==> src/hw/oami_regs.svh <==
`ifndef OAMI_REGS_SVH
`define OAMI_REGS_SVH

// =====================================================================
// Clock and line rates
`define OAMI_CLK_HZ      125000000
`define OAMI_BIT_HZ      64000

// =====================================================================
// Derived cycle counts (bit period rounds down, timing pulse is half of it)
`define OAMI_BIT_CYC     (`OAMI_CLK_HZ / `OAMI_BIT_HZ)
`define OAMI_HALF_CYC    (`OAMI_BIT_CYC / 2)
`define OAMI_CNT_W       11

// =====================================================================
// Octet framing
`define OAMI_OCT_W       8
`define OAMI_IDX_W       3
`define OAMI_LAST_IDX    3'h7
`define OAMI_LOSS_PULSES 4'h8
`define OAMI_RX_DEPTH    2

`endif

==> src/hw/oami_pkg.sv <==
package oami_pkg;

  // Interface mode: timing from a central source, or generated here
  typedef enum logic {
    OAMI_CENTRAL,
    OAMI_CONTRA
  } oami_mode_t;

  typedef logic [7:0] oami_octet_t;

endpackage

==> src/hw/oami_buf.sv <==
`timescale 1ns/1ns
`include "oami_regs.svh"

module oami_buf #(
  parameter int WIDTH = `OAMI_OCT_W,
  parameter int DEPTH = `OAMI_RX_DEPTH
) (
  input  wire logic             clk,
  input  wire logic             rst,
  input  wire logic             in_valid,
  output logic                  in_ready,
  input  wire logic [WIDTH-1:0] in_data,
  output logic                  out_valid,
  input  wire logic             out_ready,
  output logic      [WIDTH-1:0] out_data
);

  localparam int PW = (DEPTH > 1) ? $clog2(DEPTH) : 1;

  logic [WIDTH-1:0] mem_q [DEPTH];
  logic [PW-1:0]    wr_q;
  logic [PW-1:0]    rd_q;
  logic [PW:0]      cnt_q;
  logic             push;
  logic             pop;

  assign in_ready  = (cnt_q != (PW+1)'(DEPTH));
  assign out_valid = (cnt_q != '0);
  assign out_data  = mem_q[rd_q];
  assign push      = in_valid && in_ready;
  assign pop       = out_valid && out_ready;

  function automatic logic [PW-1:0] ptr_inc(input logic [PW-1:0] p);
    ptr_inc = (p == PW'(DEPTH - 1)) ? '0 : PW'(p + 1'b1);
  endfunction

  always_ff @(posedge clk) begin
    if (push) begin
      mem_q[wr_q] <= in_data;
    end
  end

  always_ff @(posedge clk) begin
    if (rst) begin
      wr_q <= '0;
      rd_q <= '0;
    end else begin
      if (push) begin
        wr_q <= ptr_inc(wr_q);
      end
      if (pop) begin
        rd_q <= ptr_inc(rd_q);
      end
    end
  end

  always_ff @(posedge clk) begin
    if (rst) begin
      cnt_q <= '0;
    end else if (push && !pop) begin
      cnt_q <= cnt_q + 1'b1;
    end else if (pop && !push) begin
      cnt_q <= cnt_q - 1'b1;
    end
  end

endmodule

==> src/hw/oami_core.sv <==
// Overview of operation
// - Contradirectional mode moves data at 64 kbit/s, central mode at the rate of the central timing; one bit per timing cycle.
// - Data line uses AMI with each mark held for the full bit period.
// - Contradirectional timing generator emits alternating pulses lasting half a bit, rounded down to 976 of 1953 cycles.
// - Octet phase is marked by timing polarity violations; receiver aligns on them.
// - In central mode each output data bit launches on the timing pulse leading edge.
// - In central mode each incoming data bit is sampled on the trailing edge.
// - Contradirectional mode uses separate data and timing lines per direction.
// - In contradirectional mode this line side generates timing for both directions.
// - Contradirectional receiver samples each bit on the next timing pulse leading edge.
// - Suppressing octet violations in one timing signal signals an alarm for that direction.
`timescale 1ns/1ns
`include "oami_regs.svh"

module oami_core (
  input  wire logic                clk,
  input  wire logic                rst,
  input  wire oami_pkg::oami_mode_t mode_sel,
  input  wire logic                alarm_tx_req,
  input  wire logic                alarm_rx_req,
  input  wire logic                din_p,
  input  wire logic                din_n,
  input  wire logic                tin_p,
  input  wire logic                tin_n,
  output logic                     dout_p,
  output logic                     dout_n,
  output logic                     tout_tx_p,
  output logic                     tout_tx_n,
  output logic                     tout_rx_p,
  output logic                     tout_rx_n,
  input  wire logic                tx_valid,
  output logic                     tx_ready,
  input  wire oami_pkg::oami_octet_t tx_octet,
  output logic                     rx_valid,
  input  wire logic                rx_ready,
  output oami_pkg::oami_octet_t    rx_octet,
  output logic                     rx_overrun,
  output logic                     timing_lock,
  output logic                     timing_alarm
);

  import oami_pkg::*;

  // ===================================================================
  // Declarations
  logic                   contra;
  logic [3:0]             s1_q;
  logic [3:0]             s2_q;
  logic [1:0]             tprev_q;
  logic [`OAMI_CNT_W-1:0] bit_cnt_q;
  logic                   g_start;
  logic [`OAMI_IDX_W-1:0] gen_idx_q;
  logic [`OAMI_IDX_W-1:0] gen_idx_d;
  logic                   gen_last;
  logic                   pol_tx_q;
  logic                   pol_rx_q;
  logic                   np_tx;
  logic                   np_rx;
  logic                   c_pulse;
  logic                   c_was;
  logic                   c_lead;
  logic                   c_trail;
  logic                   c_pos;
  logic                   c_pol_q;
  logic                   c_seen_q;
  logic                   c_viol;
  logic                   lead_ev;
  logic                   samp_ev;
  logic [`OAMI_IDX_W-1:0] bidx_q;
  logic [`OAMI_IDX_W-1:0] bidx_d;
  logic                   aligned;
  logic                   tx_full_q;
  oami_octet_t            tx_hold_q;
  oami_octet_t            tx_sh_q;
  oami_octet_t            tx_load;
  logic                   tx_bit;
  logic                   d_pol_q;
  logic                   d_np;
  logic                   din_bit;
  oami_octet_t            rx_sh_q;
  oami_octet_t            rx_word;
  logic                   rx_push;
  logic                   buf_ready;
  logic [3:0]             miss_q;
  logic [3:0]             idle_q;

  // ===================================================================
  // AMI polarity: a mark flips polarity, a violation repeats it
  function automatic logic ami_next(input logic pol, input logic mark, input logic viol);
    ami_next = viol ? pol : (mark ? ~pol : pol);
  endfunction

  // Bit period counter shared by the generator and the idle watchdog
  function automatic logic cnt_at(input logic [`OAMI_CNT_W-1:0] c, input int unsigned v);
    cnt_at = (c == `OAMI_CNT_W'(v));
  endfunction

  assign contra = (mode_sel == OAMI_CONTRA);

  // ===================================================================
  // Line input synchronisers
  always_ff @(posedge clk) begin
    if (rst) begin
      s1_q    <= 4'h0;
      s2_q    <= 4'h0;
      tprev_q <= 2'h0;
    end else begin
      s1_q    <= {din_p, din_n, tin_p, tin_n};
      s2_q    <= s1_q;
      tprev_q <= s2_q[1:0];
    end
  end

  assign din_bit = s2_q[3] | s2_q[2];

  // ===================================================================
  // Local timing generator (contradirectional)
  always_ff @(posedge clk) begin
    if (rst) begin
      bit_cnt_q <= '0;
    end else if (cnt_at(bit_cnt_q, `OAMI_BIT_CYC - 1)) begin
      bit_cnt_q <= '0;
    end else begin
      bit_cnt_q <= bit_cnt_q + 1'b1;
    end
  end

  assign g_start   = cnt_at(bit_cnt_q, 0);
  assign gen_idx_d = gen_idx_q + 3'h1;
  assign gen_last  = (gen_idx_d == `OAMI_LAST_IDX);
  assign np_tx     = ami_next(pol_tx_q, 1'b1, gen_last && !alarm_tx_req);
  assign np_rx     = ami_next(pol_rx_q, 1'b1, gen_last && !alarm_rx_req);

  always_ff @(posedge clk) begin
    if (rst) begin
      gen_idx_q <= `OAMI_LAST_IDX;
      pol_tx_q  <= 1'b0;
      pol_rx_q  <= 1'b0;
    end else if (g_start) begin
      gen_idx_q <= gen_idx_d;
      pol_tx_q  <= np_tx;
      pol_rx_q  <= np_rx;
    end
  end

  // Both timing pairs driven from here, pulses held half a bit rounded down (976 of 1953 cycles)
  always_ff @(posedge clk) begin
    if (rst || !contra) begin
      tout_tx_p <= 1'b0;
      tout_tx_n <= 1'b0;
      tout_rx_p <= 1'b0;
      tout_rx_n <= 1'b0;
    end else if (g_start) begin
      tout_tx_p <= ~np_tx;
      tout_tx_n <= np_tx;
      tout_rx_p <= ~np_rx;
      tout_rx_n <= np_rx;
    end else if (cnt_at(bit_cnt_q, `OAMI_HALF_CYC)) begin
      tout_tx_p <= 1'b0;
      tout_tx_n <= 1'b0;
      tout_rx_p <= 1'b0;
      tout_rx_n <= 1'b0;
    end
  end

  // ===================================================================
  // Central timing receiver: any duty accepted, edges and polarity only
  assign c_pulse = s2_q[1] | s2_q[0];
  assign c_was   = tprev_q[1] | tprev_q[0];
  assign c_lead  = c_pulse && !c_was;
  assign c_trail = !c_pulse && c_was;
  assign c_pos   = s2_q[0];
  assign c_viol  = c_lead && c_seen_q && (c_pos == c_pol_q);

  always_ff @(posedge clk) begin
    if (rst) begin
      c_pol_q  <= 1'b0;
      c_seen_q <= 1'b0;
    end else if (c_lead) begin
      c_pol_q  <= c_pos;
      c_seen_q <= 1'b1;
    end
  end

  // ===================================================================
  // Bit events and octet position, common to both modes
  assign lead_ev = contra ? g_start : c_lead;
  assign samp_ev = contra ? g_start : c_trail;
  assign bidx_d  = contra ? gen_idx_d : (c_viol ? `OAMI_LAST_IDX : bidx_q + 3'h1);
  assign aligned = contra || timing_lock;

  always_ff @(posedge clk) begin
    if (rst) begin
      bidx_q <= `OAMI_LAST_IDX;
    end else if (lead_ev) begin
      bidx_q <= bidx_d;
    end
  end

  // ===================================================================
  // Transmit path: one held octet, shifted out MSB first
  assign tx_ready = !tx_full_q;
  assign tx_load  = tx_full_q ? tx_hold_q : 8'h00;
  assign tx_bit   = (bidx_d == 3'h0) ? tx_load[7] : tx_sh_q[7];
  assign d_np     = ami_next(d_pol_q, tx_bit, 1'b0);

  always_ff @(posedge clk) begin
    if (tx_valid && tx_ready) begin
      tx_hold_q <= tx_octet;
    end
  end

  always_ff @(posedge clk) begin
    if (rst) begin
      tx_full_q <= 1'b0;
    end else if (tx_valid && tx_ready) begin
      tx_full_q <= 1'b1;
    end else if (lead_ev && aligned && bidx_d == 3'h0) begin
      tx_full_q <= 1'b0;
    end
  end

  always_ff @(posedge clk) begin
    if (rst) begin
      tx_sh_q <= 8'h00;
    end else if (lead_ev) begin
      tx_sh_q <= (bidx_d == 3'h0) ? {tx_load[6:0], 1'b0} : {tx_sh_q[6:0], 1'b0};
    end
  end

  // Full-duty AMI: level held from one launch to the next
  always_ff @(posedge clk) begin
    if (rst) begin
      d_pol_q <= 1'b1;
      dout_p  <= 1'b0;
      dout_n  <= 1'b0;
    end else if (lead_ev) begin
      d_pol_q <= d_np;
      dout_p  <= aligned && tx_bit && !d_np;
      dout_n  <= aligned && tx_bit && d_np;
    end
  end

  // ===================================================================
  // Receive path: sampled bits gathered into octets, last bit closes one
  assign rx_word = {rx_sh_q[6:0], din_bit};
  assign rx_push = samp_ev && aligned && (bidx_q == `OAMI_LAST_IDX);

  always_ff @(posedge clk) begin
    if (rst) begin
      rx_sh_q <= 8'h00;
    end else if (samp_ev) begin
      rx_sh_q <= rx_word;
    end
  end

  always_ff @(posedge clk) begin
    if (rst) begin
      rx_overrun <= 1'b0;
    end else begin
      rx_overrun <= rx_push && !buf_ready;
    end
  end

  oami_buf #(
    .WIDTH (`OAMI_OCT_W),
    .DEPTH (`OAMI_RX_DEPTH)
  ) u_rx_buf (
    .clk       (clk),
    .rst       (rst),
    .in_valid  (rx_push),
    .in_ready  (buf_ready),
    .in_data   (rx_word),
    .out_valid (rx_valid),
    .out_ready (rx_ready),
    .out_data  (rx_octet)
  );

  // ===================================================================
  // Octet timing monitor: pulses without violation, and silent bit periods
  always_ff @(posedge clk) begin
    if (rst) begin
      idle_q <= 4'h0;
    end else if (contra || c_lead) begin
      idle_q <= 4'h0;
    end else if (g_start && idle_q != `OAMI_LOSS_PULSES) begin
      idle_q <= idle_q + 4'h1;
    end
  end

  always_ff @(posedge clk) begin
    if (rst) begin
      miss_q       <= 4'h0;
      timing_lock  <= 1'b0;
      timing_alarm <= 1'b0;
    end else if (contra) begin
      miss_q       <= 4'h0;
      timing_lock  <= 1'b1;
      timing_alarm <= 1'b0;
    end else if (c_viol) begin
      miss_q       <= 4'h0;
      timing_lock  <= 1'b1;
      timing_alarm <= 1'b0;
    end else if (c_lead && miss_q != `OAMI_LOSS_PULSES) begin
      miss_q <= miss_q + 4'h1;
      if (miss_q + 4'h1 == `OAMI_LOSS_PULSES) begin
        timing_lock  <= 1'b0;
        timing_alarm <= 1'b1;
      end
    end else if (idle_q == `OAMI_LOSS_PULSES) begin
      timing_lock  <= 1'b0;
      timing_alarm <= 1'b1;
    end
  end

endmodule

==> config.mk <==
export PLATFORM = sky130hd
export DESIGN_NAME = oami_core
export DESIGN_NICKNAME = d
export VERILOG_FILES = /design/src/hw/oami_pkg.sv /design/src/hw/oami_buf.sv /design/src/hw/oami_core.sv
export VERILOG_INCLUDE_DIRS = /design/src /design/src/hw
export SDC_FILE = /design/constraint.sdc
export NUM_CORES = 1
export LEC_CHECK = 0
export ABC_CLOCK_PERIOD_IN_PS = 3600
export BUFFER_PORTS_ARGS = -buffer_cell sky130_fd_sc_hd__buf_4
export CORE_AREA = 2 2 86 88
export DETAILED_ROUTE_END_ITERATION = 6
export DIE_AREA = 0 0 88 90
export PLACE_DENSITY = 0.77
export SYNTH_ARGS = -nofsm -noshare
export SYNTH_HDL_FRONTEND = slang
export SYNTH_SLANG_ARGS = --single-unit
==> constraint.sdc <==
create_clock -name clk -period 3.6 [get_ports clk]
set_input_delay 0.36 -clock clk [delete_from_list [all_inputs] [get_ports clk]]
set_output_delay 0.36 -clock clk [all_outputs]
set_load 0.01 [all_outputs]
==> metrics.csv <==
metric,value,unit
ys_seq_elements,93,
holdPathEnd,tx_hold_q[5],
max_stage_delay,0.59,ns
numPortBuffers,37,
fp.dieArea,0.007920,mm²
final_nets,452,
vias_per_cell,5.167,
finalHoldViolCount,0,
drc,0,
cts_buffers,9,
async_reset_ff_frac,0,
cts.repair.resized,0,
fin_tns_setup,0,ns
crit_path_max_fanout,8,
synth.distinct_cells,50,
syn_avg_cell_area,10.25,µm²
io_pins,38,
cts_tree,yes,
cts_root_buf,clkbuf_8,
clock_skew,0.01289,ns
clk_latency,0.37,ns
row_count,31,
grt_pass1_wl,10900,µm
vias,2718,
cp.arrival,2.89,ns
dp_slack,0.7054,ns
layout-drive-gt1-share,0.1803,
ant_nets,0,
start_util,0.5637,
clock-sinks,93,
power_frac_comb,0.197,
max_freq,0.3470,GHz
syn_inst,386,
sw_frac_of_total,0.2842,
grt_pass1_vias,2504,
critical_path_required,3.60,ns
clock_power_share,0.297,
start_kind,flop,
r2r_slack,0.72,ns
drt_iter0_markers,62,
ctsLongestPathBuffers,2,
cellInternalPower,1728,µW
pwr-share-seq,0.506,
vdd_ir_drop_max,0.2664,mV
grt_start_max_net_pins,51,
syn_to_final_growth,14.23,%
synthFlopType,dfxtp_1,
clk_pin_slew,0.09,ns
power,2414,µW
min_period,2.882,ns
leakagePower,0.001749,µW
period_share,0.8005,
yosysSeqAreaShare,0.5311,
h-tree-depth,3,
grt.overflow.total,0,
synth_nets,416,
final_cell_mix,"dfxtp_1, nor2_1, buf_4",
slew_headroom,0.4750,
crit_slowest_cell,nor2b_1,
final_common_cell,dfxtp_1,
cp_cell_sequence,inv_1 -> ha_1 -> or3b_2 -> or4b_4 -> a211oi_4 -> nor2b_1,
synth_edf_count,24,
whs_path_depth,1,
power_density,533.9,mW/mm²
postCtsHoldBufs,0,
post_cts_buffers,0,
min-delay-start,tx_octet[5],
p_sw,685.9,µW
rsz0062_at_grt,false,
r2r-end,u_rx_buf.mem_q[0][7],
end_kind,flop,
worstMarginPinSlew,0.7822,ns
ys_warn_count,0,
drv_slew,0,
setup_viol,0,
place_hpwl,4530,µm
hold_class,primary input to flop,
r2r-start,bit_cnt_q[0],
worstSetupPathType,flop to flop,
drt-pass1-iter-count,4,
syn_area,0.003958,mm²
reg2reg_depth,6,
antenna_cells,0,
antenna_found_initial,0,
drv_cap,0,
wl,6376,µm
gp_congestion,0.8275,
die_x,88,µm
track_usage,0.1744,
die_h,90,µm
core_area,0.007020,mm²
wl_per_cell,12.12,µm
setup_slack,0.7184,ns
status,"finished, final reports clean",
[sequential cells by signal, indices dropped and copies added, names as in the netlist, 2 cells and up, named ones only]
name and flops:
bidx_q 3, bit_cnt_q 11, gen_idx_q 3, idle_q 4
miss_q 4, rx_sh_q 7, s1_q 4, s2_q 4
tprev_q 2, tx_hold_q 8, tx_sh_q 7, u_rx_buf.cnt_q 2
u_rx_buf.mem_q 16
[worst max-delay path: cells and delay by family, from the launching register on]
family	cells	cell delay (ns)
compound gates	1	0.32
simple gates	3	1.65
buf+inv	1	0.07
flops	1	0.35
fa+ha+maj	1	0.13
[cell families after synthesis]
| group | Yosys count | share of synthesized area |
|---|---|---|
| and+or+nand+nor | 156 | 0.2008 |
| DFF | 93 | 0.5311 |
| AOI/OAI and AO/OA | 50 | 0.08853 |
| xor gates and xnor gates | 28 | 0.06197 |
| buffers and inverters | 28 | 0.02940 |
| muxes | 20 | 0.05343 |
| adders and majority gates | 11 | 0.03478 |
[routing by layer]
metal / up-vias / share of wire / global-route usage
li1: 1398 / - / -
met1: 1253 / 0.46 / 0.2187
met2: 56 / 0.48 / 0.2771
met3: 11 / 0.043 / 0.04224
met4: 0 / 0.018 / 0.08718
met5: - / 0 / 0
[through the flow]
stage          hold slack, ns  utilization  instances  cell area (µm²)
6_report               0.1655       0.6439        526             4521
5_1_grt                0.1504       0.6439        526             4521
4_1_cts                0.1493       0.6439        526             4521
3_5_place_dp           0.4248       0.6140        510             4310
3_3_place_gp           0.4206       0.6140        510             4310
2_1_floorplan          0.4138            -        386             3958
[layout make-up]
cell class | count | area [µm²]
fillers | 574 | 2500
flip-flops and latches | 93 | 2102
multi-input cells | 265 | 1739
repair buffers | 39 | 292.8
clock buffers | 9 | 123.9
well taps | 99 | 123.9
clock inverters | 7 | 86.33
inverters | 14 | 52.55
[cells in the mapped netlist (all sizes together), types with 4 or more instances]
cell	number	area, µm²
dfxtp	69	1381
nor2	55	206.5
nand2	33	123.9
edfxtp	24	720.7
xor2	16	140.1
inv	14	52.55
nor2b	14	87.58
a21oi	13	65.06
o21ai	12	63.81
xnor2	12	105.1
ha	11	137.6
mux2i	11	110.1
clkbuf	10	37.54
or2	10	62.56
mux2	9	101.4
nand3	9	45.04
a311oi	7	61.31
nor3	6	30.03
a22oi	5	37.54
buf	4	26.27
nand2b	4	25.02
nand3b	4	30.03
[worst max-delay path by stage]
stage | start | endpoint | slack (ns) | cells after the start
after detailed placement | bit_cnt_q[0] | u_rx_buf.mem_q[0][2] | 0.71 | 6
final | bit_cnt_q[0] | u_rx_buf.mem_q[0][7] | 0.72 | 6
after global placement | bit_cnt_q[0] | u_rx_buf.mem_q[0][0] | 0.78 | 6
after global routing | bit_cnt_q[0] | u_rx_buf.mem_q[0][7] | 0.58 | 6
after CTS | bit_cnt_q[0] | u_rx_buf.mem_q[0][6] | 0.67 | 6
after floorplan | bit_cnt_q[0] | u_rx_buf.cnt_q[1] | 0.94 | 8
[power by group through the flow]
stage | sequential [µW] | combinational [µW] | clock, µW
after global routing | 1230 | 538 | 779
after CTS | 1220 | 482 | 739
after floorplan | 1220 | 361 | 0
after global placement | 1240 | 469 | 0
after detailed placement | 1250 | 480 | 0
final | 1220 | 476 | 716
Power figures use the tool's default switching activity.
